`src/logic/itf_pkg.sv`:
```
/*
  Shared constants for the iris target and feedback filter block: register
  indices, field positions, reset values, cut-off tables and coefficient math.
  Assumes a 10 MHz system clock and a 10-bit ADC sample stream.
*/
package itf_pkg;
  localparam int unsigned CLK_HZ        = 10_000_000;
  localparam int unsigned ADDR_W        = 8;
  localparam int unsigned SMP_W         = 10;
  localparam int unsigned ERR_W         = 11;
  localparam int unsigned CFG_W         = 9;
  localparam int unsigned COEF_FW       = 16;
  localparam int unsigned AVG_DEPTH     = 8;
  localparam int unsigned MIN_SAMPLE_HZ = 60_000;
  localparam longint      TWO_PI_SCALED = 411775;

  // ================================================================
  // register indices; byte address is four times the index
  localparam logic [5:0] IDX_SETPOINT   = 6'h00;
  localparam logic [5:0] IDX_FILTER_CFG = 6'h01;
  localparam logic [5:0] IDX_FEEDBACK   = 6'h02;
  localparam logic [5:0] IDX_ERROR      = 6'h03;

  // ================================================================
  // filter configuration fields
  localparam int unsigned FB1_LSB = 0;
  localparam int unsigned FB2_LSB = 2;
  localparam int unsigned AVG_BIT = 4;
  localparam int unsigned BYP_BIT = 5;
  localparam int unsigned PRE_LSB = 6;

  localparam logic [SMP_W-1:0] SETPOINT_RST       = 10'h000;
  localparam logic [CFG_W-1:0] CFG_RST            = 9'h000;
  localparam logic [SMP_W-1:0] FULL_SCALE_CODE    = 10'h3ff;
  localparam logic [2:0]       PRE_CODE_FORBIDDEN = 3'h7;

  // ================================================================
  // cut-off frequencies in Hz
  localparam longint FB_HZ_0  = 2600;
  localparam longint FB_HZ_1  = 3600;
  localparam longint FB_HZ_2  = 5200;
  localparam longint FB_HZ_3  = 8000;
  localparam longint PRE_HZ_0 = 900;
  localparam longint PRE_HZ_1 = 1300;
  localparam longint PRE_HZ_2 = 1600;
  localparam longint PRE_HZ_3 = 2000;
  localparam longint PRE_HZ_4 = 2600;
  localparam longint PRE_HZ_5 = 3200;
  localparam longint PRE_HZ_6 = 4000;

  // small-angle one-pole gain: 2*pi*fc/fs in COEF_FW fraction bits
  function automatic logic [COEF_FW:0] lpf_coef(input longint hz, input longint fs);
    return (COEF_FW + 1)'((hz * TWO_PI_SCALED) / fs);
  endfunction

  function automatic logic [COEF_FW:0] fb_coef(input logic [1:0] code, input longint fs);
    unique case (code)
      2'h0: return lpf_coef(FB_HZ_0, fs);
      2'h1: return lpf_coef(FB_HZ_1, fs);
      2'h2: return lpf_coef(FB_HZ_2, fs);
      2'h3: return lpf_coef(FB_HZ_3, fs);
    endcase
  endfunction

  function automatic logic [COEF_FW:0] pre_coef(input logic [2:0] code, input longint fs);
    case (code)
      3'h1:    return lpf_coef(PRE_HZ_1, fs);
      3'h2:    return lpf_coef(PRE_HZ_2, fs);
      3'h3:    return lpf_coef(PRE_HZ_3, fs);
      3'h4:    return lpf_coef(PRE_HZ_4, fs);
      3'h5:    return lpf_coef(PRE_HZ_5, fs);
      3'h6:    return lpf_coef(PRE_HZ_6, fs);
      default: return lpf_coef(PRE_HZ_0, fs);
    endcase
  endfunction

  function automatic logic reg_mapped(input logic [ADDR_W-1:0] a);
    return (a[1:0] == 2'h0) && (a[ADDR_W-1:2] <= IDX_ERROR);
  endfunction
endpackage

```
`src/logic/itf_smp_if.sv`:
```
/*
  Sample stream carrier between filter stages: one valid strobe and a signed word.
  Assumes producer and consumer share the system clock.
*/
`timescale 1ns/1ns
`default_nettype none
interface itf_smp_if #(parameter int unsigned DW = 11);
  logic                 valid;
  logic signed [DW-1:0] data;
  modport tx (output valid, output data);
  modport rx (input valid, input data);
endinterface
`default_nettype wire

```
`src/logic/itf_filters.sv`:
```
/*
  Iris target and feedback filter section: APB registers, setpoint moving
  average, two cascaded feedback low-pass stages, error forming and an
  optional low-pass stage ahead of the PID controller.
  Assumes APB master on MCLK_IN and one ADC sample strobe per sample period.
*/
`timescale 1ns/1ns
`default_nettype none
// Notes on behaviour
// setpoint register at index 0 holds a 10-bit desired ADC value.
// setpoint code n means n/1023 of the reference supply, same scale as ADC.
// feedback stage one cut-off codes 0..3 give 2600/3600/5200/8000 Hz.
// feedback stage two has its own cut-off select with the same mapping.
// host should keep both feedback cut-off selects at code 0.
// setpoint moving average: length bit 0 averages 8, 1 averages 4.
// bypass bit 0 inserts the pre-controller low-pass, 1 bypasses it.
// pre-controller cut-off codes 0..6 give 900..4000 Hz; code 7 forbidden.
// on ringing the host may raise that cut-off or bypass the filter.
// error is averaged setpoint minus filtered feedback, sent through pre-filter.
module itf_filters #(
  parameter int unsigned SAMPLE_HZ = 100_000
) (
  input  wire logic                           MCLK_IN,
  input  wire logic                           RESET_N_IN,
  input  wire logic                           CE_IN,
  input  wire logic                           PSEL_IN,
  input  wire logic                           PENABLE_IN,
  input  wire logic                           PWRITE_IN,
  input  wire logic [itf_pkg::ADDR_W-1:0]     PADDR_IN,
  input  wire logic [31:0]                    PWDATA_IN,
  output logic      [31:0]                    PRDATA_OUT,
  output logic                                PREADY_OUT,
  output logic                                PSLVERR_OUT,
  input  wire logic [itf_pkg::SMP_W-1:0]      ADC_DATA_IN,
  input  wire logic                           ADC_VALID_IN,
  output logic signed [itf_pkg::ERR_W-1:0]    ERROR_OUT,
  output logic                                ERROR_VALID_OUT
);
  import itf_pkg::*;

  // coefficient must stay below one at the top cut-off
  if (SAMPLE_HZ < MIN_SAMPLE_HZ || SAMPLE_HZ > CLK_HZ) begin : g_bad_rate
    $error("itf_filters: SAMPLE_HZ out of range");
  end

  // ================================================================
  // APB slave
  logic              apb_access;
  logic              apb_commit;
  logic [5:0]        apb_idx;
  logic              pready_ff;
  logic              nxt_pready;
  logic              pslverr_ff;
  logic              nxt_pslverr;
  logic [31:0]       prdata_ff;
  logic [31:0]       nxt_prdata;

  logic [SMP_W-1:0]  setpoint_ff;
  logic [SMP_W-1:0]  nxt_setpoint;
  logic [CFG_W-1:0]  cfg_ff;
  logic [CFG_W-1:0]  nxt_cfg;

  logic [SMP_W-1:0]  avg_target;
  logic [COEF_FW:0]  fb1_coef;
  logic [COEF_FW:0]  fb2_coef;
  logic [COEF_FW:0]  pre_coef_w;
  logic              bypass;

  logic              err_vld_ff;
  logic              nxt_err_vld;
  logic signed [ERR_W-1:0] err_ff;
  logic signed [ERR_W-1:0] nxt_err;
  logic              out_vld_ff;
  logic              nxt_out_vld;
  logic signed [ERR_W-1:0] out_ff;
  logic signed [ERR_W-1:0] nxt_out;

  itf_smp_if #(.DW(ERR_W)) raw_if ();
  itf_smp_if #(.DW(ERR_W)) fb1_if ();
  itf_smp_if #(.DW(ERR_W)) fb2_if ();
  itf_smp_if #(.DW(ERR_W)) err_if ();
  itf_smp_if #(.DW(ERR_W)) pre_if ();

  function automatic logic [31:0] read_word(
    input logic [5:0]             idx,
    input logic [SMP_W-1:0]       sp,
    input logic [CFG_W-1:0]       cfg,
    input logic [ERR_W-1:0]       fb,
    input logic [ERR_W-1:0]       err
  );
    unique case (idx)
      IDX_SETPOINT:   return {22'h000000, sp};
      IDX_FILTER_CFG: return {23'h000000, cfg};
      IDX_FEEDBACK:   return {22'h000000, fb[SMP_W-1:0]};
      IDX_ERROR:      return {21'h000000, err};
      default:        return 32'h0000_0000;
    endcase
  endfunction

  assign apb_access = PSEL_IN && PENABLE_IN;
  // write lands only at the edge where the master sees pready high
  assign apb_commit = apb_access && pready_ff;
  assign apb_idx    = PADDR_IN[ADDR_W-1:2];

  always_comb begin
    nxt_pready  = 1'b0;
    nxt_pslverr = 1'b0;
    nxt_prdata  = prdata_ff;
    if (apb_access && !pready_ff) begin
      nxt_pready  = 1'b1;
      nxt_pslverr = !reg_mapped(PADDR_IN);
      if (!PWRITE_IN && reg_mapped(PADDR_IN)) begin
        nxt_prdata = read_word(apb_idx, setpoint_ff, cfg_ff, fb2_if.data, err_ff);
      end else begin
        nxt_prdata = 32'h0000_0000;
      end
    end
  end

  always_ff @(posedge MCLK_IN or negedge RESET_N_IN) begin
    if (!RESET_N_IN) begin
      pready_ff  <= 1'b0;
      pslverr_ff <= 1'b0;
      prdata_ff  <= 32'h0000_0000;
    end else if (CE_IN) begin
      pready_ff  <= nxt_pready;
      pslverr_ff <= nxt_pslverr;
      prdata_ff  <= nxt_prdata;
    end
  end

  // ================================================================
  // control registers
  always_comb begin
    nxt_setpoint = setpoint_ff;
    nxt_cfg      = cfg_ff;
    if (apb_commit && PWRITE_IN && reg_mapped(PADDR_IN)) begin
      if (apb_idx == IDX_SETPOINT) begin
        nxt_setpoint = PWDATA_IN[SMP_W-1:0];
      end
      if (apb_idx == IDX_FILTER_CFG) begin
        nxt_cfg[FB1_LSB +: 2] = PWDATA_IN[FB1_LSB +: 2];
        nxt_cfg[FB2_LSB +: 2] = PWDATA_IN[FB2_LSB +: 2];
        nxt_cfg[AVG_BIT]      = PWDATA_IN[AVG_BIT];
        nxt_cfg[BYP_BIT]      = PWDATA_IN[BYP_BIT];
        // the forbidden code is dropped so the old cut-off stays in force
        if (PWDATA_IN[PRE_LSB +: 3] != PRE_CODE_FORBIDDEN) begin
          nxt_cfg[PRE_LSB +: 3] = PWDATA_IN[PRE_LSB +: 3];
        end
      end
    end
  end

  always_ff @(posedge MCLK_IN or negedge RESET_N_IN) begin
    if (!RESET_N_IN) begin
      setpoint_ff <= SETPOINT_RST;
      cfg_ff      <= CFG_RST;
    end else if (CE_IN) begin
      setpoint_ff <= nxt_setpoint;
      cfg_ff      <= nxt_cfg;
    end
  end

  assign fb1_coef   = fb_coef(cfg_ff[FB1_LSB +: 2], longint'(SAMPLE_HZ));
  assign fb2_coef   = fb_coef(cfg_ff[FB2_LSB +: 2], longint'(SAMPLE_HZ));
  assign pre_coef_w = pre_coef(cfg_ff[PRE_LSB +: 3], longint'(SAMPLE_HZ));
  assign bypass     = cfg_ff[BYP_BIT];

  // ================================================================
  // setpoint smoothing and feedback filters
  itf_mavg #(.DW(SMP_W), .DEPTH(AVG_DEPTH)) u_avg (
    .clk_in      (MCLK_IN),
    .rst_n_in    (RESET_N_IN),
    .ce_in       (CE_IN),
    .smp_in      (ADC_VALID_IN),
    .half_len_in (cfg_ff[AVG_BIT]),
    .target_in   (setpoint_ff),
    .avg_out     (avg_target)
  );

  // unsigned ADC code on the same n/1023 scale as the setpoint
  assign raw_if.valid = ADC_VALID_IN;
  assign raw_if.data  = $signed({1'b0, ADC_DATA_IN});

  itf_lpf #(.DW(ERR_W), .FW(COEF_FW)) u_fb1 (
    .clk_in   (MCLK_IN),
    .rst_n_in (RESET_N_IN),
    .ce_in    (CE_IN),
    .coef_in  (fb1_coef),
    .x_in     (raw_if),
    .y_out    (fb1_if)
  );

  itf_lpf #(.DW(ERR_W), .FW(COEF_FW)) u_fb2 (
    .clk_in   (MCLK_IN),
    .rst_n_in (RESET_N_IN),
    .ce_in    (CE_IN),
    .coef_in  (fb2_coef),
    .x_in     (fb1_if),
    .y_out    (fb2_if)
  );

  // ================================================================
  // error forming
  always_comb begin
    nxt_err_vld = fb2_if.valid;
    nxt_err     = err_ff;
    if (fb2_if.valid) begin
      nxt_err = $signed({1'b0, avg_target}) - fb2_if.data;
    end
  end

  always_ff @(posedge MCLK_IN or negedge RESET_N_IN) begin
    if (!RESET_N_IN) begin
      err_vld_ff <= 1'b0;
      err_ff     <= '0;
    end else if (CE_IN) begin
      err_vld_ff <= nxt_err_vld;
      err_ff     <= nxt_err;
    end
  end

  assign err_if.valid = err_vld_ff;
  assign err_if.data  = err_ff;

  // filter keeps running while bypassed, so re-enabling starts from a warm state
  itf_lpf #(.DW(ERR_W), .FW(COEF_FW)) u_pre (
    .clk_in   (MCLK_IN),
    .rst_n_in (RESET_N_IN),
    .ce_in    (CE_IN),
    .coef_in  (pre_coef_w),
    .x_in     (err_if),
    .y_out    (pre_if)
  );

  // ================================================================
  // output select
  always_comb begin
    nxt_out_vld = bypass ? err_if.valid : pre_if.valid;
    nxt_out     = out_ff;
    if (bypass && err_if.valid) begin
      nxt_out = err_if.data;
    end else if (!bypass && pre_if.valid) begin
      nxt_out = pre_if.data;
    end
  end

  always_ff @(posedge MCLK_IN or negedge RESET_N_IN) begin
    if (!RESET_N_IN) begin
      out_vld_ff <= 1'b0;
      out_ff     <= '0;
    end else if (CE_IN) begin
      out_vld_ff <= nxt_out_vld;
      out_ff     <= nxt_out;
    end
  end

  assign PRDATA_OUT      = prdata_ff;
  assign PREADY_OUT      = pready_ff;
  assign PSLVERR_OUT     = pslverr_ff;
  assign ERROR_OUT       = out_ff;
  assign ERROR_VALID_OUT = out_vld_ff;
endmodule
`default_nettype wire

```
`src/logic/itf_lpf.sv`:
```
/*
  One-pole low-pass stage with a run-time gain, updated once per input sample.
  Assumes the gain stays below one (COEF_FW fraction bits).
*/
`timescale 1ns/1ns
`default_nettype none
module itf_lpf #(
  parameter int unsigned DW = 11,
  parameter int unsigned FW = 16
) (
  input  wire logic          clk_in,
  input  wire logic          rst_n_in,
  input  wire logic          ce_in,
  input  wire logic [FW:0]   coef_in,
  itf_smp_if.rx              x_in,
  itf_smp_if.tx              y_out
);
  localparam int unsigned AW = DW + FW;

  logic signed [AW-1:0]    acc_ff;
  logic signed [AW-1:0]    nxt_acc;
  logic                    vld_ff;
  logic                    nxt_vld;
  logic signed [AW:0]      diff;
  logic signed [AW+FW+2:0] prod;

  // ================================================================
  // state update
  always_comb begin
    diff    = (AW+1)'($signed({x_in.data, {FW{1'b0}}})) - (AW+1)'(acc_ff);
    prod    = (AW+FW+3)'(diff) * (AW+FW+3)'($signed({1'b0, coef_in}));
    nxt_vld = x_in.valid;
    nxt_acc = acc_ff;
    if (x_in.valid) begin
      // step never exceeds the gap, so the cut back to AW bits is safe
      nxt_acc = acc_ff + AW'(prod >>> FW);
    end
  end

  always_ff @(posedge clk_in or negedge rst_n_in) begin
    if (!rst_n_in) begin
      acc_ff <= '0;
      vld_ff <= 1'b0;
    end else if (ce_in) begin
      acc_ff <= nxt_acc;
      vld_ff <= nxt_vld;
    end
  end

  assign y_out.valid = vld_ff;
  assign y_out.data  = acc_ff[AW-1:FW];
endmodule
`default_nettype wire

```
`src/logic/itf_mavg.sv`:
```
/*
  Moving average of the iris setpoint over DEPTH or DEPTH/2 samples.
  Assumes a new setpoint sample is taken on each sample strobe.
*/
`timescale 1ns/1ns
`default_nettype none
module itf_mavg #(
  parameter int unsigned DW    = 10,
  parameter int unsigned DEPTH = 8
) (
  input  wire logic          clk_in,
  input  wire logic          rst_n_in,
  input  wire logic          ce_in,
  input  wire logic          smp_in,
  input  wire logic          half_len_in,
  input  wire logic [DW-1:0] target_in,
  output logic      [DW-1:0] avg_out
);
  localparam int unsigned SW = DW + $clog2(DEPTH);

  if (DEPTH < 2 || (DEPTH & (DEPTH - 1)) != 0) begin : g_bad_depth
    $error("itf_mavg: DEPTH must be a power of two of at least 2");
  end

  logic [DW-1:0] hist_ff [DEPTH];
  logic [DW-1:0] nxt_hist [DEPTH];
  logic [DW-1:0] avg_ff;
  logic [DW-1:0] nxt_avg;
  logic [SW-1:0] sum;

  // ================================================================
  // history and average
  always_comb begin
    sum = '0;
    for (int i = 0; i < DEPTH; i++) begin
      nxt_hist[i] = hist_ff[i];
      if (!half_len_in || i < DEPTH / 2) begin
        sum = sum + SW'(hist_ff[i]);
      end
    end
    if (smp_in) begin
      nxt_hist[0] = target_in;
      for (int i = 1; i < DEPTH; i++) begin
        nxt_hist[i] = hist_ff[i-1];
      end
    end
    nxt_avg = half_len_in ? DW'(sum >> ($clog2(DEPTH) - 1)) : DW'(sum >> $clog2(DEPTH));
  end

  always_ff @(posedge clk_in or negedge rst_n_in) begin
    if (!rst_n_in) begin
      for (int i = 0; i < DEPTH; i++) begin
        hist_ff[i] <= '0;
      end
      avg_ff <= '0;
    end else if (ce_in) begin
      hist_ff <= nxt_hist;
      avg_ff  <= nxt_avg;
    end
  end

  assign avg_out = avg_ff;
endmodule
`default_nettype wire

```
`config.mk`:
```
export PLATFORM = sky130hd
export DESIGN_NAME = itf_filters
export DESIGN_NICKNAME = d
export VERILOG_FILES = /design/src/logic/itf_pkg.sv /design/src/logic/itf_smp_if.sv /design/src/logic/itf_filters.sv /design/src/logic/itf_lpf.sv /design/src/logic/itf_mavg.sv
export SDC_FILE = /design/constraint.sdc
export NUM_CORES = 2
export LEC_CHECK = 0
export BUFFER_PORTS_ARGS = -buffer_cell sky130_fd_sc_hd__buf_4
export CAP_MARGIN = 20
export CORE_MARGIN = 8
export CORE_UTILIZATION = 50
export DETAILED_ROUTE_END_ITERATION = 8
export PLACE_DENSITY = 0.76
export REMOVE_ABC_BUFFERS = 1
export SYNTH_ARGS = -nofsm -noshare
export SYNTH_HDL_FRONTEND = slang
export SYNTH_HIERARCHICAL = 1
export SYNTH_SLANG_ARGS = --single-unit
```
`constraint.sdc`:
```
create_clock -name MCLK_IN -period 10.1 [get_ports MCLK_IN]
set_clock_uncertainty 0.2 [all_clocks]
set_input_delay 1.01 -clock MCLK_IN [delete_from_list [all_inputs] [get_ports MCLK_IN]]
set_output_delay 1.01 -clock MCLK_IN [all_outputs]
set_load 0.05 [all_outputs]
```
After elaboration in Yosys (flattened, before gate mapping):

Index checks and enable logic that the tools add are counted.

* bits in latches: 0
* bits in read-only memories: 0
* bits in writable memories: 0
* memories: 0
* input bits: 57
* register bits: 251
* word-level logic and storage cells: 101
* output and inout port bits: 46

* multiply operators: 3
* multiplexer cells: 15
* reductions and logical operators: 27
* equal/unequal tests: 16
* bitwise logic cells: 0
* divide/modulo/power cells: 0
* $add $sub $neg: 14
* magnitude comparators: 1
* shifts and indexed selects: 0

Operator list (number)
* $pmux 17 s4: 2
* $pmux 15 s6: 1
* $mul 28x18->43: 2
* $sub 27x27->28: 3
* $add 27x27->27: 3
* $add 13x10->13: 6
* $mux 13: 4
* $pmux 11 s4: 1
* $mul 28x16->43: 1
* $mux 32: 1
* $mux 11: 2
* $eq 6x2->1 const B: 2
* $reduce_and 2->1: 6
* $add 10x10->11: 1
* $sub 11x11->11: 1
* $mux 10: 1
* $eq 3x3->1 const B: 3
* $logic_and 1x1->1: 9
* $eq 2x2->1 const B: 4
* $eq 3x2->1 const B: 2
* $eq 6x1->1 const B: 1
* $le 6x2->1 const B: 1
* $logic_not 2->1: 3
* $logic_not 6->1: 1
* other kinds (8): 15

Longest topological paths before layout:

* depth in word-level cells: 12
* gate-level depth with buffers: 45
* mapped depth without buffers: 44

Hierarchy:

Netlist, hierarchy kept.

By module, submodules not included
* itf_lpf (u_pre): times used 1, cells each 2158, area each 18760.5 µm², sequential area each 700.7 µm²
* itf_lpf (u_fb1): times used 1, cells each 2145, area each 18672.9 µm², sequential area each 700.7 µm²
* itf_lpf (u_fb2): times used 1, cells each 2147, area each 18637.9 µm², sequential area each 700.7 µm²
* itf_mavg: times used 1, cells each 644, area each 6447.4 µm², sequential area each 2252.2 µm²
* itf_filters: times used 1, cells each 347, area each 3420.8 µm², sequential area each 1401.3 µm²

Worst setup path before layout:

OpenSTA, ideal clock, no wires.

* kind: reg2reg
* start: reg u_pre.acc_ff[0]
* end: reg u_pre.acc_ff[25]
* data required time: 9.765 ns
* path buffers: 2
* library setup time: 0.135 ns
* data arrival time: 9.689 ns
* cell stages (with the launch flop): 44
* clock period less this slack: 10.024 ns
* slack: 0.076 ns
* cells stage by stage: dfrtp_1 buf_1 inv_1 ha_1 nor3b_2 and4b_2 a221oi_2 nor2b_1 o21a_1 o21ai_0 nand2b_1 a21oi_1 xnor2_1 clkbuf_1 nand2_1 fa_1 fa_1 fa_1 (+8 left out) a21oi_1 nor2b_1 o31a_1 nor2_1 nor2b_1 nor3_1 nor2_1 ha_1 and4_1 a221oi_1 o21ai_0 nand2_1 a31oi_1 and4_1 a2111oi_0 a21oi_1 xnor2_1 o21ai_0

* word-level cells in the longest chain between the ends: 3

RTL lines
* start: declaration: RTL line itf_lpf.sv:20 `logic signed [AW-1:0] acc_ff;`
* start signal: assignment: RTL line itf_lpf.sv:45 `acc_ff <= nxt_acc;`
* $sub 27x27->28: RTL line itf_lpf.sv:30 `diff = (AW+1)'($signed({x_in.data, {FW{1'b0}}})) - (AW+1)'(acc_ff);`
* $mul 28x16->43: RTL line itf_lpf.sv:31 `prod = (AW+FW+3)'(diff) * (AW+FW+3)'($signed({1'b0, coef_in}));`
* $add 27x27->27 *: RTL line itf_lpf.sv:36 `nxt_acc = acc_ff + AW'(prod >>> FW);`

Mark *: on every way between the ends. The rest lies on a longest branch, timed or not.
A chain may end at the register's enable or synchronous reset.

Worst setup path after layout:

* start: reg err_ff[1]
* end: reg u_pre.acc_ff[25]

* word-level cells in the longest chain between the ends: 3

RTL lines
* start: declaration: RTL line itf_filters.sv:71 `logic signed [ERR_W-1:0] err_ff;`
* start signal: assignment: RTL line itf_filters.sv:219 `err_ff <= nxt_err;`
* $sub 27x27->28: RTL line itf_lpf.sv:30
* $mul 28x16->43: RTL line itf_lpf.sv:31
* $add 27x27->27: RTL line itf_lpf.sv:36

No other way between the ends.

==> flow_metrics.tcl <==
set metrics [dict create \
    numCtsBuffers 26 \
    die_w_um 379 \
    drv_slew 0 \
    grt_pass1_vias 54778 \
    grt_overflow 0 \
    hpwl_um 132000 \
    r2r_slack_ns 0.26 \
    synth_top_area_cell "fa_1" \
    crit_path_max_incr_delay_ns 0.52 \
    timing.critical_path.buf_inv 7 \
    cts_tree "yes" \
    timing.hold.ws_ns 0.267 \
    initial_utilization_pct 50.3 \
    worstPathArrival_ns 10.07 \
    rsz0062_at_grt "true" \
    synth-edff-count 0 \
    track_usage_pct 22.7 \
    cp_num_cells 41 \
    route.detailed.drc 0 \
    vias 50140 \
    placed_cells 9391 \
    fin_crit_sh_pct 97.4 \
    cp.required_ns 10.33 \
    grt_pass1_wl_um 269000 \
    mostFrequentLayoutCells "inv_1, fa_1, nand2_1, and2_1, buf_4" \
    cp_top_family "adder cells" \
    wl_um 161000 \
    grt_max_degree 112 \
    die-area_um2 144000 \
    fin_area_um2 72700 \
    fp-row-count 133 \
    synth_ff_type "dfrtp_1" \
    core-area_um2 131000 \
    hold_buffers 0 \
    hold_viol_final 0 \
    max_cap_viol_count 0 \
    fin_ws_ns 0.262 \
    fmax_ghz 0.102 \
    critPathLaunchType "flip-flop" \
    insertion_delay_ns 0.57 \
    ys_warn_count 6 \
    first_pass_iters 9 \
    grt_antenna_before_repair 6 \
    status "completed" \
    syn_avg_cell_area_um2 8.86 \
    yosys-top-cells-area "fa_1, inv_1, ha_1" \
    worst_pin_slew_ns 0.997 \
    ant_nets 0 \
    nets 9592 \
    cp_common_cell "fa_1" \
    slowest_stage "fa_1" \
    area_growth_pct 10.3 \
    worst-path-max-fanout 10 \
    fin_cells 9480 \
    rr_worst_depth 41 \
    vias_per_cell 5.29 \
    synth_area_um2 65900 \
    place_area_um2 70600 \
    setup.worst_path.end_class "flip-flop" \
    synth_seq_area_share_pct 8.73 \
    crit_type "reg2reg" \
    place_congestion 0.906 \
    synth_cell_types 113 \
    ys_ff_latch 230 \
    place_ws_ns -0.354 \
    io_buffers 59 \
    root_buffer "clkbuf_16" \
    ioPinCount 103 \
    report.final.setup_viol 0 \
    die_y_um 379 \
    min_path_type "in2async" \
    routedWlPerCell_um 17.0 \
    drt_iter0_drc 2993 \
    clk_pin_slew_ns 0.07 \
    synthCells 7441 \
    netlist.area_leader.share_pct 40.8 \
    htreeDepth 1 \
    slew_headroom_pct 33.5 \
    final_layout_size_suffix_gt1_share_pct 11.0 \
    cts_sinks 230 \
    mostFrequentLayoutCell "inv_1" \
    period_needed_ns 9.84 \
    synthArstFlopShare_pct 100 \
    clockBufferDepth 3 \
]
[worst register-to-register path: cells and delay by family (launching register included)]
| kind | cells | cell delay, ns |
|---|---|---|
| buffers and inverters | 7 | 0.70 |
| AO/OA/AOI/OAI | 12 | 2.41 |
| XOR/XNOR | 3 | 0.39 |
| flip-flops | 1 | 0.46 |
| AND/OR/NAND/NOR | 10 | 1.61 |
| adder cells (fa/ha/maj) | 9 | 3.93 |
[cells in the mapped netlist (25+ instances only)]
| master | number |
|---|---|
| a211oi_1 | 25 |
| a21o_1 | 75 |
| a21oi_1 | 175 |
| and2_1 | 611 |
| buf_4 | 55 |
| clkbuf_1 | 258 |
| dfrtp_1 | 230 |
| fa_1 | 1344 |
| ha_1 | 490 |
| inv_1 | 1760 |
| mux2_2 | 76 |
| nand2_1 | 1079 |
| nand2b_1 | 32 |
| nand3_1 | 40 |
| nor2_1 | 166 |
| nor2b_1 | 30 |
| nor3_1 | 52 |
| o21a_1 | 47 |
| o21ai_0 | 215 |
| xnor2_1 | 195 |
| xor2_1 | 107 |
[worst paths after layout]
path | start | endpoint
max | err_ff[1] | u_pre/acc_ff[25]
min | RESET_N_IN | u_fb1/acc_ff[24]
max in group asynchronous | RESET_N_IN | u_pre/acc_ff[1]
min reg2reg | u_avg/hist_ff[55] | u_avg/hist_ff[55]
min in group MCLK_IN | u_avg/hist_ff[55] | u_avg/hist_ff[55]
max reg2reg | err_ff[1] | u_pre/acc_ff[25]
[routing by layer]
metal,share of wire [%],vias to the layer above,routed length [µm],GRT usage (%)
li1,-,22654,-,-
met1,40,25480,64500,28.7
met2,50,1557,79800,39.2
met3,6.3,447,10200,3.72
met4,4.0,2,6390,8.07
met5,0.0043,-,7,0
[cell type report]
type	count	area [µm²]
diodes	4	10.0
clock buffers	33	717
clock inverters	15	244
fillers	11433	58400
inverters	1761	6610
multi-input cells	5176	53200
flip-flops and latches	230	5760
well taps	1755	2200
repair buffers	506	4020
[what timing repair did]
action | 4_1_cts | 5_1_grt
hold endpoints to repair | 0 | 0
buffers inserted | 1 | 33
setup endpoints to repair | 10 | 30
gates cloned | 0 | 1
pin swaps | 8 | 61
gates resized for setup | 26 | 162
[registers in the layout, summed over array words and instances, names as in the netlist, 9 cells and up]
| signal | flops |
|---|---|
| err_ff | 11 |
| u_pre/acc_ff | 27 |
| u_fb2/acc_ff | 27 |
| u_fb1/acc_ff | 27 |
| PRDATA_OUT | 11 |
| u_avg/hist_ff | 80 |
| ERROR_OUT | 11 |
| setpoint_ff | 10 |
| u_avg/avg_out | 10 |
| cfg_ff | 9 |
[per-stage QoR]
stage / setup TNS (ns) / utilization [%]
CTS: 0 / 54.7
finish: 0 / 55.5
floorplan: 0 / -
detailed placement: -1.38 / 53.8
global placement: -0.581 / 53.8
global route: -0.609 / 55.5
[logic make-up after synthesis]
group           Yosys count  share of synthesized area (%)
buf+inv                2098                           12.3
fa+ha+maj              1834                           50.1
other cells               2                         0.0114
xor+xnor                307                           4.17
flops                   230                           8.73
simple gates           2134                           15.7
compound gates          733                           7.12
mux                     103                           1.89
Power is not shown: default switching activity piles up to over one toggle a cycle in this logic, so the estimate is an artifact.
